==> src/core/msp_pkg.sv <==
/*
 * Constants and carrier types for the sync pulse input/output block.
 * Assumes a 40 MHz system clock; settings arrive as static-ish configuration ports.
 */
// Overview of operation
// Input pulses shorter than the configured minimum microseconds are ignored.
// Input pulses act only while sync input is enabled.
// With input invert set, the falling edge of a qualified pulse triggers.
// With input invert clear, the rising edge of a qualified pulse triggers.
// Absolute mode commands a move to the configured target position.
// Relative mode commands a shift from the current destination position.
// Sync-triggered moves use the configured sync speed.
// Configuring party should clear jerk-free and power-off-at-stop for instant start.
// Output line also serves as a general-purpose output.
// Output disabled holds the fixed-state level, ignoring pulse settings.
// Fixed-state selects static output level 0 or 1.
// Output invert makes logic zero the active pulse level.
// Pulse width counts microseconds, or steps/encoder pulses, per configuration.
// On-start emits one pulse when a movement begins.
// On-stop emits one pulse at the end of a movement.
// Periodic mode emits a pulse every n encoder pulses.
// On-stop pulse fires once remaining distance is within the accuracy window.
// Retriggering during an active pulse restarts the width from the latest trigger.
`default_nettype none
package msp_pkg;
	localparam int unsigned CLK_HZ        = 40000000;
	localparam int unsigned US_PER_S      = 1000000;
	// one microsecond in clock cycles
	localparam int unsigned CYC_PER_US    = CLK_HZ / US_PER_S;
	localparam int unsigned US_CNT_W      = 6;
	localparam int unsigned POS_W         = 32;
	localparam int unsigned USTEP_W       = 16;
	localparam int unsigned SPD_W         = 32;
	localparam int unsigned CNT_W         = 16;
	localparam logic        OUT_RST_LEVEL = 1'h0;

	typedef struct packed {
		logic [POS_W-1:0]   steps;
		logic [USTEP_W-1:0] usteps;
	} msp_pos_s;

	typedef struct packed {
		logic               valid;
		logic               absolute;
		msp_pos_s           target;
		logic [SPD_W-1:0]   speed;
	} msp_move_s;
endpackage
`default_nettype wire

==> src/core/msp_sync_io.sv <==
/*
 * Sync input qualifier/move commander and sync output pulse generator.
 * Assumes sync_in_i is asynchronous; motion status/encoder strobes are on clk_sys_i.
 */
`timescale 1ns/1ps
`default_nettype none
module msp_sync_io #(
	parameter int unsigned CNT_W = msp_pkg::CNT_W
) (
	// clock, reset, enable
	input  wire logic                          clk_sys_i,
	input  wire logic                          rst_n_i,
	input  wire logic                          clk_en_i,
	// sync input pin and its settings
	input  wire logic                          sync_in_i,
	input  wire logic                          in_enable_i,
	input  wire logic                          in_invert_i,
	input  wire logic [CNT_W-1:0]              in_min_us_i,
	input  wire logic                          in_absolute_i,
	input  wire msp_pkg::msp_pos_s             in_target_i,
	input  wire logic [msp_pkg::SPD_W-1:0]     in_speed_i,
	input  wire msp_pkg::msp_pos_s             dest_pos_i,
	// motion status from the axis
	input  wire logic                          move_start_i,
	input  wire logic                          move_end_i,
	input  wire logic                          moving_i,
	input  wire logic [msp_pkg::POS_W-1:0]     dist_to_go_i,
	input  wire logic                          step_tick_i,
	input  wire logic                          enc_tick_i,
	// sync output settings
	input  wire logic                          out_enable_i,
	input  wire logic                          out_invert_i,
	input  wire logic                          out_fixed_i,
	input  wire logic [CNT_W-1:0]              out_width_i,
	input  wire logic                          out_width_steps_i,
	input  wire logic                          out_on_start_i,
	input  wire logic                          out_on_stop_i,
	input  wire logic                          out_periodic_i,
	input  wire logic [CNT_W-1:0]              out_period_i,
	input  wire logic [msp_pkg::POS_W-1:0]     out_accuracy_i,
	// outputs
	output msp_pkg::msp_move_s                 move_cmd_o,
	output logic                               sync_out_o,
	output logic                               sync_out_oe_o
);

	logic             sync_meta_q;
	logic             sync_s_q;
	logic             raw_q;
	logic             stable_q;
	logic [msp_pkg::US_CNT_W-1:0] us_div_q;
	logic             us_tick;
	logic [CNT_W-1:0] hold_us_q;
	logic             stable_d;
	logic             trig;
	msp_pkg::msp_move_s move_q;
	logic             near_q;
	logic [CNT_W-1:0] per_cnt_q;
	logic [CNT_W-1:0] width_q;
	logic             act_q;
	logic             out_q;
	logic             fire;
	logic             per_fire;
	logic             near_now;
	logic             oe_q;

	// two-stage synchroniser on the pin
	always_ff @(posedge clk_sys_i or negedge rst_n_i)
	begin
		if (!rst_n_i)
		begin
			sync_meta_q <= 1'h0;
			sync_s_q    <= 1'h0;
		end
		else if (clk_en_i)
		begin
			sync_meta_q <= sync_in_i;
			sync_s_q    <= sync_meta_q;
		end
	end

	// free-running microsecond tick
	assign us_tick = (us_div_q == msp_pkg::US_CNT_W'(msp_pkg::CYC_PER_US - 1));

	always_ff @(posedge clk_sys_i or negedge rst_n_i)
	begin
		if (!rst_n_i)
			us_div_q <= '0;
		else if (clk_en_i)
			us_div_q <= us_tick ? '0 : us_div_q + 1'h1;
	end

	// debounce: level accepted only after minimum hold
	always_ff @(posedge clk_sys_i or negedge rst_n_i)
	begin
		if (!rst_n_i)
		begin
			raw_q     <= 1'h0;
			hold_us_q <= '0;
			stable_q  <= 1'h0;
		end
		else if (clk_en_i)
		begin
			raw_q <= sync_s_q;
			if (sync_s_q != raw_q)
				hold_us_q <= '0;
			else if (us_tick && hold_us_q != '1)
				hold_us_q <= hold_us_q + 1'h1;
			stable_q <= stable_d;
		end
	end

	// a level shorter than the minimum never reaches stable_q
	assign stable_d = (sync_s_q == raw_q && hold_us_q >= in_min_us_i) ? raw_q : stable_q;

	// falling edge when inverted / R4 rising edge otherwise
	assign trig = clk_en_i && (stable_d != stable_q) && (stable_d == !in_invert_i);

	// move command to the axis; ramp settings stay outside this block
	always_ff @(posedge clk_sys_i or negedge rst_n_i)
	begin
		if (!rst_n_i)
			move_q <= '0;
		else if (clk_en_i)
		begin
			move_q.valid <= 1'h0;
			// gate on enable
			if (trig && in_enable_i)
			begin
				move_q.valid    <= 1'h1;
				move_q.absolute <= in_absolute_i;
				// sync speed
				move_q.speed    <= in_speed_i;
				// absolute target
				if (in_absolute_i)
					move_q.target <= in_target_i;
				// shift from destination
				else
					move_q.target <= {dest_pos_i.steps + in_target_i.steps,
					                  dest_pos_i.usteps + in_target_i.usteps};
			end
		end
	end

	assign move_cmd_o = move_q;

	// approach window, one pulse per movement
	assign near_now = moving_i && (dist_to_go_i <= out_accuracy_i);

	always_ff @(posedge clk_sys_i or negedge rst_n_i)
	begin
		if (!rst_n_i)
			near_q <= 1'h0;
		else if (clk_en_i)
			near_q <= move_start_i ? 1'h0 : (near_q | near_now | move_end_i);
	end

	// encoder pulse period counter
	always_ff @(posedge clk_sys_i or negedge rst_n_i)
	begin
		if (!rst_n_i)
			per_cnt_q <= '0;
		else if (clk_en_i)
		begin
			// restart the count while periodic mode is off, so n counts from enabling
			if (!out_periodic_i)
				per_cnt_q <= '0;
			else if (enc_tick_i)
				per_cnt_q <= per_fire ? '0 : per_cnt_q + 1'h1;
		end
	end

	assign per_fire = out_periodic_i && enc_tick_i && out_period_i != '0
	                  && (per_cnt_q + 1'h1 >= out_period_i);

	// start / R15 end / R16 periodic
	assign fire = (out_on_start_i && move_start_i)
	              || (out_on_stop_i && !near_q && (near_now || move_end_i))
	              || per_fire;

	// width in us or steps; R18 restart on retrigger
	always_ff @(posedge clk_sys_i or negedge rst_n_i)
	begin
		if (!rst_n_i)
		begin
			width_q <= '0;
			act_q   <= 1'h0;
		end
		else if (clk_en_i)
		begin
			if (!out_enable_i)
				act_q <= 1'h0;
			else if (fire && out_width_i != '0)
			begin
				width_q <= out_width_i;
				act_q   <= 1'h1;
			end
			else if (act_q && (out_width_steps_i ? (step_tick_i || enc_tick_i) : us_tick))
			begin
				width_q <= width_q - 1'h1;
				if (width_q == CNT_W'(1))
					act_q <= 1'h0;
			end
		end
	end

	// fixed level when disabled; R12 inverted active level
	always_ff @(posedge clk_sys_i or negedge rst_n_i)
	begin
		if (!rst_n_i)
			out_q <= msp_pkg::OUT_RST_LEVEL;
		else if (clk_en_i)
			out_q <= !out_enable_i ? out_fixed_i : (act_q ^ out_invert_i);
	end

	// line always driven; registered so every output leaves a flop
	always_ff @(posedge clk_sys_i or negedge rst_n_i)
	begin
		if (!rst_n_i)
			oe_q <= 1'h1;
		else if (clk_en_i)
			oe_q <= 1'h1;
	end

	assign sync_out_o    = out_q;
	assign sync_out_oe_o = oe_q;

endmodule // msp_sync_io
`default_nettype wire
==> config.mk <==
export PLATFORM = sky130hd
export DESIGN_NAME = msp_sync_io
export DESIGN_NICKNAME = d
export VERILOG_FILES = /design/src/core/msp_pkg.sv /design/src/core/msp_sync_io.sv
export SDC_FILE = /design/constraint.sdc
export NUM_CORES = 1
export LEC_CHECK = 0
export BUFFER_PORTS_ARGS = -buffer_cell sky130_fd_sc_hd__buf_4
export CAP_MARGIN = 40
export CORE_ASPECT_RATIO = 1.25
export CORE_MARGIN = 5
export CORE_UTILIZATION = 52
export CTS_CLUSTER_SIZE = 8
export DETAILED_ROUTE_END_ITERATION = 8
export MAX_ROUTING_LAYER = met4
export PLACE_DENSITY = 0.82
export SLEW_MARGIN = 40
export SYNTH_ARGS = -nofsm -noshare
export SYNTH_HDL_FRONTEND = slang
export SYNTH_SLANG_ARGS = --single-unit
export TNS_END_PERCENT = 5
==> constraint.sdc <==
create_clock -name clk_sys_i -period 4.5 [get_ports clk_sys_i]
set_input_delay 0.9 -clock clk_sys_i [delete_from_list [all_inputs] [get_ports clk_sys_i]]
set_output_delay 0.9 -clock clk_sys_i [all_outputs]
set_load 0.03 [all_outputs]
==> results.py, run 1 <==
metrics = {
    "clocking": {
        "clk_path_buf_depth": 2,
        "numCtsBuffers": 17,
        "postCtsSetupRepairBufs": 0,
        "cts_sinks": 143,
        "cts_tree": "built",
        "htreeDepth": 4,
        "clkTransAtPathRegs_ns": 0.07,
        "cts_root_buffer": "clkbuf_16",
        "clk_latency_ns": 0.42,
        "hold_buffers": 0,
        "cts_resized": 0,
    },
    "global_route": {
        "grt_pass1_wl_mm": 49.78,
        "grt_max_degree": 100,
        "gr-usage-all-layers_pct": 27.58,
        "gr-total-overflow": 0,
        "grt_pass1_vias": 10647,
        "antenna_found_initial": 0,
    },
    "finish": {
        "drive_gt1_share_pct": 28.85,
        "multiInputGateArea_sq_um": 6454,
        "final_common_cell": "buf_4",
        "final_core_util_pct": 69.78,
        "final_nets": 1895,
        "synthToLayoutAreaGrowth_pct": 32.93,
        "fillers": 1638,
        "num_antenna_cells": 0,
        "ff_latch_area_sq_um": 3578,
        "final_cell_mix": "buf_4 (347), dfrtp_1 (143), nor2_1 (123), a21oi_1 (123), ha_1 (115)",
        "fin_area_sq_um": 13980,
    },
    "synth": {
        "ys_seq_area_share_pct": 34.04,
        "yosys_warnings": 0,
        "netlist_area_sq_um": 10510,
        "synth_seq_cells": 143,
        "synthArstFlopShare_pct": 100.0,
        "synth_cell_type_count": 74,
        "syn_area_per_cell_sq_um": 8.850,
        "ys.flop_type": "dfrtp_1",
        "syn_nets": 1564,
        "synth_cells": 1188,
        "synth_edf_count": 0,
    },
    "floorplanning": {
        "initial_utilization_pct": 52.49,
        "fp.dieH_um": 169.0,
        "ios": 343,
        "rows": 58,
        "fp.dieW_um": 137.2,
        "core_sq_um": 20030,
        "die-area_sq_um": 23180,
    },
    "sta": {
        "rsz0062_at_grt": "false",
        "finalSetupViolCount": 0,
        "drv_slew": 0,
        "maxSlewHeadroom_pct": 44.23,
        "min_period_over_period_pct": 89.23,
        "finClkSkew_ns": 0.01408,
        "setup_slack_ns": 0.4848,
        "period_needed_ns": 4.015,
        "holdWs_ns": 0.3459,
        "fmax_mhz": 249.1,
        "worstMarginPinSlew_ns": 0.8365,
        "finalHoldViolations": 0,
        "setup_tns_ns": 0,
    },
    "drt": {
        "routedWlPerCell_um": 17.68,
        "dr.pass1.iters": 5,
        "finalWirelength_mm": 31.87,
        "num_vias": 10170,
        "drtIter0Drc": 563,
        "via_per_inst": 5.644,
        "drc_errors": 0,
        "drtAntennaViolNets": 0,
    },
    "pwr": {
        "p_per_area_nw_per_um2": 267.5,
        "p_leak_uw": 0.007334,
        "irDropWorstVdd_uv": 243.0,
    },
    "placement": {
        "port_buffers": 341,
        "place_area_sq_um": 13370,
        "hpwlAfterDp_mm": 25.04,
        "globalplace.congestion": 0.9471,
        "dpl_worst_slack_ns": 0.5020,
    },
    "flow_run": {
        "cap_violations": 0,
    },
    "min_path": {
        "hold_class": "in -> async",
    },
    "setup_path": {
        "path_class": "reg -> reg",
        "cp.arrival_ns": 4.27,
        "worstPathRequired_ns": 4.76,
        "worst-path-max-fanout": 35,
        "endpoint_kind": "flop",
        "cp-start-kind": "flop",
    },
    "outcome": {
        "status": "finished clean",
    },
}
routing by layer:
| metal | wire length [um] | part of all wire (%) | track usage (%) |
|---|---|---|---|
| met5 | 0 | 0 | - |
| met4 | 1091 | 3.4 | 11.15 |
| met3 | 2579 | 8.1 | 7.937 |
| met2 | 16570 | 52 | 49.80 |
| met1 | 11630 | 36 | 27.56 |
report_power, final:
group          switching (uW)  internal (uW)  leakage [uW]
clock network             602            802      0.000283
logic                     447            460       0.00514
registers                76.8           1350       0.00191
critical path, cell delays in order, from the launching register on:
cell,delay (ns)
dfrtp_1,0.41
and3_1,0.20
and2_1,0.17
nand4_1,0.24
nor3_1,0.49
nand3_1,0.16
xnor2_1,0.17
ha_1,0.21
a2111oi_0,0.33
o21ai_0,0.22
nor3_1,0.18
o21a_1,0.16
nor4_1,0.08
o31ai_4,0.30
buf_12,0.24
mux2i_1,0.22
a2bb2oi_1,0.09
worst paths after layout:
| kind | endpoint | slack, ns | from | cells after the start |
|---|---|---|---|---|
| max | width_q[3]$_DFFE_PN0P_ | 0.48 | per_cnt_q[2]$_DFFE_PN0P_ | 16 |
| min | move_cmd_o[45]$_DFFE_PN0P_ | 0.35 | rst_n_i | 1 |
| max reg2reg | width_q[3]$_DFFE_PN0P_ | 0.48 | per_cnt_q[2]$_DFFE_PN0P_ | 16 |
| min reg2reg | move_cmd_o[81]$_DFFE_PN0P_ | 0.50 | move_cmd_o[81]$_DFFE_PN0P_ | 1 |
| max in group asynchronous | us_div_q[1]$_DFFE_PN0P_ | 3.10 | rst_n_i | 3 |
| min in group clk_sys_i | move_cmd_o[81]$_DFFE_PN0P_ | 0.50 | move_cmd_o[81]$_DFFE_PN0P_ | 1 |
cell families (layout without fill, tap and decap cells):
family                   count (synthesis)  in the layout  share of synthesized area [%]
multiplexers                            53             53                          5.510
AO/OA/AOI/OAI                          329            329                          20.47
adder cells (fa/ha/maj)                117            117                          14.07
flip-flops                             143            143                          34.04
other                                    1              1                        0.03567
XOR/XNOR                                62             62                          5.165
AND/OR/NAND/NOR                        354            354                          16.07
buffers and inverters                  129            473                          4.653
synth_stat cells (5+ instances only):
| cell | count | area (sq um) |
|---|---|---|
| nand2_1 | 73 | 274.0 |
| mux2_2 | 39 | 439.2 |
| a2bb2oi_1 | 12 | 105.1 |
| a22o_1 | 15 | 131.4 |
| o21a_1 | 13 | 97.59 |
| and3_1 | 7 | 43.79 |
| o21ai_0 | 42 | 210.2 |
| xnor2_1 | 43 | 376.6 |
| nor4_1 | 12 | 75.07 |
| a21oi_1 | 123 | 615.6 |
| ha_1 | 115 | 1439 |
| nor3_1 | 28 | 140.1 |
| a211oi_1 | 6 | 45.04 |
| or3_1 | 7 | 43.79 |
| a21boi_0 | 5 | 37.54 |
| xor2_1 | 19 | 166.4 |
| nor2b_1 | 9 | 56.30 |
| nand2b_1 | 11 | 68.82 |
| o31ai_1 | 5 | 37.54 |
| dfrtp_1 | 143 | 3578 |
| a31oi_1 | 15 | 93.84 |
| inv_1 | 90 | 337.8 |
| nand3_1 | 40 | 200.2 |
| nor2_1 | 123 | 461.7 |
| clkbuf_1 | 33 | 123.9 |
| mux2i_1 | 14 | 140.1 |
| o211ai_1 | 6 | 45.04 |
| nand4_1 | 13 | 81.33 |
| a21o_1 | 46 | 345.3 |
| and2_1 | 8 | 50.05 |
| and4_1 | 5 | 43.79 |
area by class of cell:
type | instances | share of cell area [%]
Tap cell | 270 | 2.417
Multi-Input combinational cell | 916 | 46.18
Sequential cell | 143 | 25.60
Inverter | 90 | 2.417
Clock inverter | 13 | 0.9132
Timing Repair Buffer | 351 | 19.23
Clock buffer | 19 | 3.241
state kept, by name (all words and copies together) (netlist names), 6 cells and up:
name,cells
per_cnt_q,16
move_cmd_o,82
us_div_q,6
width_q,16
hold_us_q,16
stage by stage:
step	instances	power (uW)
2_1_floorplan	1188	1981
3_3_place_gp	1769	2314
3_5_place_dp	1769	2347
4_1_cts	1801	3762
5_1_grt	1802	3930
6_report	1802	3739
Power figures use the tool's default switching activity.
==> run 2: changes to the inputs <==
--- a/config.mk
+++ b/config.mk
@@ -8,7 +8,7 @@
 export BUFFER_PORTS_ARGS = -buffer_cell sky130_fd_sc_hd__buf_4
 export CAP_MARGIN = 40
 export CORE_ASPECT_RATIO = 1.25
-export CORE_MARGIN = 5
+export CORE_MARGIN = 8
 export CORE_UTILIZATION = 52
 export CTS_CLUSTER_SIZE = 8
 export DETAILED_ROUTE_END_ITERATION = 8
==> results.py, run 2 (synthesis results as in run 1) <==
metrics = {
    "outcome": {
        "status": "finished clean",
    },
    "drt": {
        "drtAntennaViolNets": 0,
        "drc_errors": 0,
        "num_vias": 10083,
        "drtIter0Drc": 473,
        "via_per_inst": 5.595,
        "routedWlPerCell_um": 18.05,
        "dr.pass1.iters": 5,
        "finalWirelength_mm": 32.52,
    },
    "global_route": {
        "antenna_found_initial": 2,
        "grt_pass1_vias": 10639,
        "gr-usage-all-layers_pct": 26.75,
        "grt_pass1_wl_mm": 52.05,
        "grt_max_degree": 79,
        "gr-total-overflow": 0,
    },
    "min_path": {
        "hold_class": "reg -> reg",
        "holdPathStages": 1,
        "hold_start": "sync_out_o$_DFFE_PN0P_",
        "hold_path_end": "sync_out_o$_DFFE_PN0P_",
    },
    "setup_path": {
        "rrSetupSlack_ns": 0.48,
        "path_cells": "and3_1 -> and2_1 -> nand4_1 -> nor3_2 -> nand3_1 -> xnor2_1 -> ha_1 -> a2111oi_0 -> o21ai_0 -> nor3_1 -> o21a_1 -> nor4_1 -> o31ai_4 -> buf_12 -> mux2i_1 -> a2bb2oi_1",
        "worst-path-max-fanout": 29,
        "cp-start-kind": "flop",
        "endpoint_kind": "flop",
        "critPathBufInv": 1,
        "slowest_delay_ns": 0.42,
        "reg2regPathDepth": 16,
        "slowest_stage": "dfrtp_1",
        "worstPathRequired_ns": 4.77,
        "path_class": "reg -> reg",
        "rr_startpoint": "per_cnt_q[2]$_DFFE_PN0P_",
        "cp.arrival_ns": 4.29,
        "regToRegEndpoint": "width_q[14]$_DFFE_PN0P_",
        "cp_top_family": "simple AND/OR/NAND/NOR gates",
    },
    "clocking": {
        "cts_sinks": 143,
        "hold_buffers": 0,
        "htreeDepth": 4,
        "numCtsBuffers": 17,
        "cts_tree": "built",
        "clk_latency_ns": 0.42,
        "cts_root_buffer": "clkbuf_16",
        "clkTransAtPathRegs_ns": 0.07,
        "clk_path_buf_depth": 2,
    },
    "flow_run": {
        "cap_violations": 0,
    },
    "pwr": {
        "power_frac_clock_pct": 38.4,
        "combPwrFrac_pct": 23.8,
        "p_int_uw": 2643,
        "irDropWorstVdd_uv": 234.6,
        "p_leak_uw": 0.007315,
        "seqPwrFrac_pct": 37.8,
        "p_sw_share_pct": 29.99,
        "p_per_area_nw_per_um2": 270.2,
        "p_sw_uw": 1132,
    },
    "placement": {
        "place_area_sq_um": 13360,
        "globalplace.congestion": 0.9440,
        "hpwlAfterDp_mm": 26.03,
        "port_buffers": 341,
    },
    "finish": {
        "largest_reg_flops": 82,
        "fin_area_sq_um": 13970,
        "final_cell_mix": "buf_4 (346), dfrtp_1 (143), nor2_1 (123), a21oi_1 (123), ha_1 (115)",
        "synthToLayoutAreaGrowth_pct": 32.87,
        "drive_gt1_share_pct": 28.82,
        "final_nets": 1893,
        "fillers": 1623,
        "final_common_cell": "buf_4",
    },
    "sta": {
        "rsz0062_at_grt": "false",
        "finalHoldViolations": 0,
        "setup_tns_ns": 0,
        "min_period_over_period_pct": 89.40,
        "fmax_mhz": 248.6,
        "finalSetupViolCount": 0,
        "finClkSkew_ns": 0.01512,
        "drv_slew": 0,
        "worstMarginPinSlew_ns": 0.8153,
        "maxSlewHeadroom_pct": 45.14,
        "period_needed_ns": 4.023,
    },
    "floorplanning": {
        "core_sq_um": 19960,
        "fp.dieW_um": 143.2,
        "fp.dieH_um": 175.0,
        "rows": 58,
        "initial_utilization_pct": 52.68,
        "die-area_sq_um": 25050,
        "ios": 343,
    },
}
==> run 2: metrics by stage <==
stage | total power [uW] | setup WS (ns) | hold slack, ns | util, % | std cells
after CTS | 3809 | 0.3874 | 0.4857 | 69.95 | 1800
after global placement | 2314 | 0.5912 | 0.4633 | 66.93 | 1768
after detailed placement | 2340 | 0.4049 | 0.4707 | 66.93 | 1768
after floorplan | 1981 | 0.7733 | 0.4492 | - | 1188
final | 3774 | 0.4770 | 0.4836 | 70.00 | 1802
after global routing | 3971 | 0.01878 | 0.5038 | 70.00 | 1802
==> run 2: power groups by stage <==
stage	Clock, uW	Combinational, uW	Sequential, uW
after floorplan	0	547	1430
after global placement	0	870	1440
after detailed placement	0	895	1450
after CTS	1490	900	1420
after global routing	1530	1000	1440
final	1450	898	1430
==> run 2: area by class of cell <==
type                    count  area [sq um]  share of cell area, %
diodes                      2         5.005                0.03583
repair buffers            349          2649                  18.96
clock inverters            15         177.7                  1.272
inverters                  90         337.8                  2.418
clock buffers              17         425.4                  3.045
flip-flops and latches    143          3578                  25.62
well taps                 270         337.8                  2.418
multi-input cells         916          6459                  46.23
==> run 2: routing by layer <==
metal  vias up  GRT usage, %  wire length (um)
li1       4935             -                 -
met1      4697         26.74             11960
met2       377         46.57             16350
met3        74         8.629              2937
met4         0         11.76              1275
met5         -             -                 0
==> run 2: what timing repair did <==
| item | in CTS | in global routing |
|---|---|---|
| endpoints found under the setup margin | 0 | 12 |
| gates resized for setup | 0 | 1 |
| endpoints found under the hold margin | 0 | 0 |
| buffers inserted | 0 | 0 |
==> run 2: worst register-to-register path, stage by stage, from the launching register on <==
cell	delay (ns)
dfrtp_1	0.42
and3_1	0.19
and2_1	0.16
nand4_1	0.26
nor3_2	0.36
nand3_1	0.15
xnor2_1	0.16
ha_1	0.20
a2111oi_0	0.33
o21ai_0	0.21
nor3_1	0.20
o21a_1	0.16
nor4_1	0.09
o31ai_4	0.41
buf_12	0.24
mux2i_1	0.24
a2bb2oi_1	0.09
==> run 2: how the worst max path moves through the flow <==
| stage | start | end | slack, ns | cells past startpoint |
|---|---|---|---|---|
| final | per_cnt_q[2]$_DFFE_PN0P_ | width_q[14]$_DFFE_PN0P_ | 0.48 | 16 |
| after global routing | per_cnt_q[2]$_DFFE_PN0P_ | width_q[10]$_DFFE_PN0P_ | 0.02 | 16 |
| after CTS | per_cnt_q[2]$_DFFE_PN0P_ | width_q[14]$_DFFE_PN0P_ | 0.39 | 16 |
| after detailed placement | per_cnt_q[2]$_DFFE_PN0P_ | width_q[10]$_DFFE_PN0P_ | 0.40 | 16 |
| after global placement | per_cnt_q[2]$_DFFE_PN0P_ | width_q[13]$_DFFE_PN0P_ | 0.59 | 16 |
| after floorplan | per_cnt_q[2]$_DFFE_PN0P_ | width_q[2]$_DFFE_PN0P_ | 0.77 | 16 |
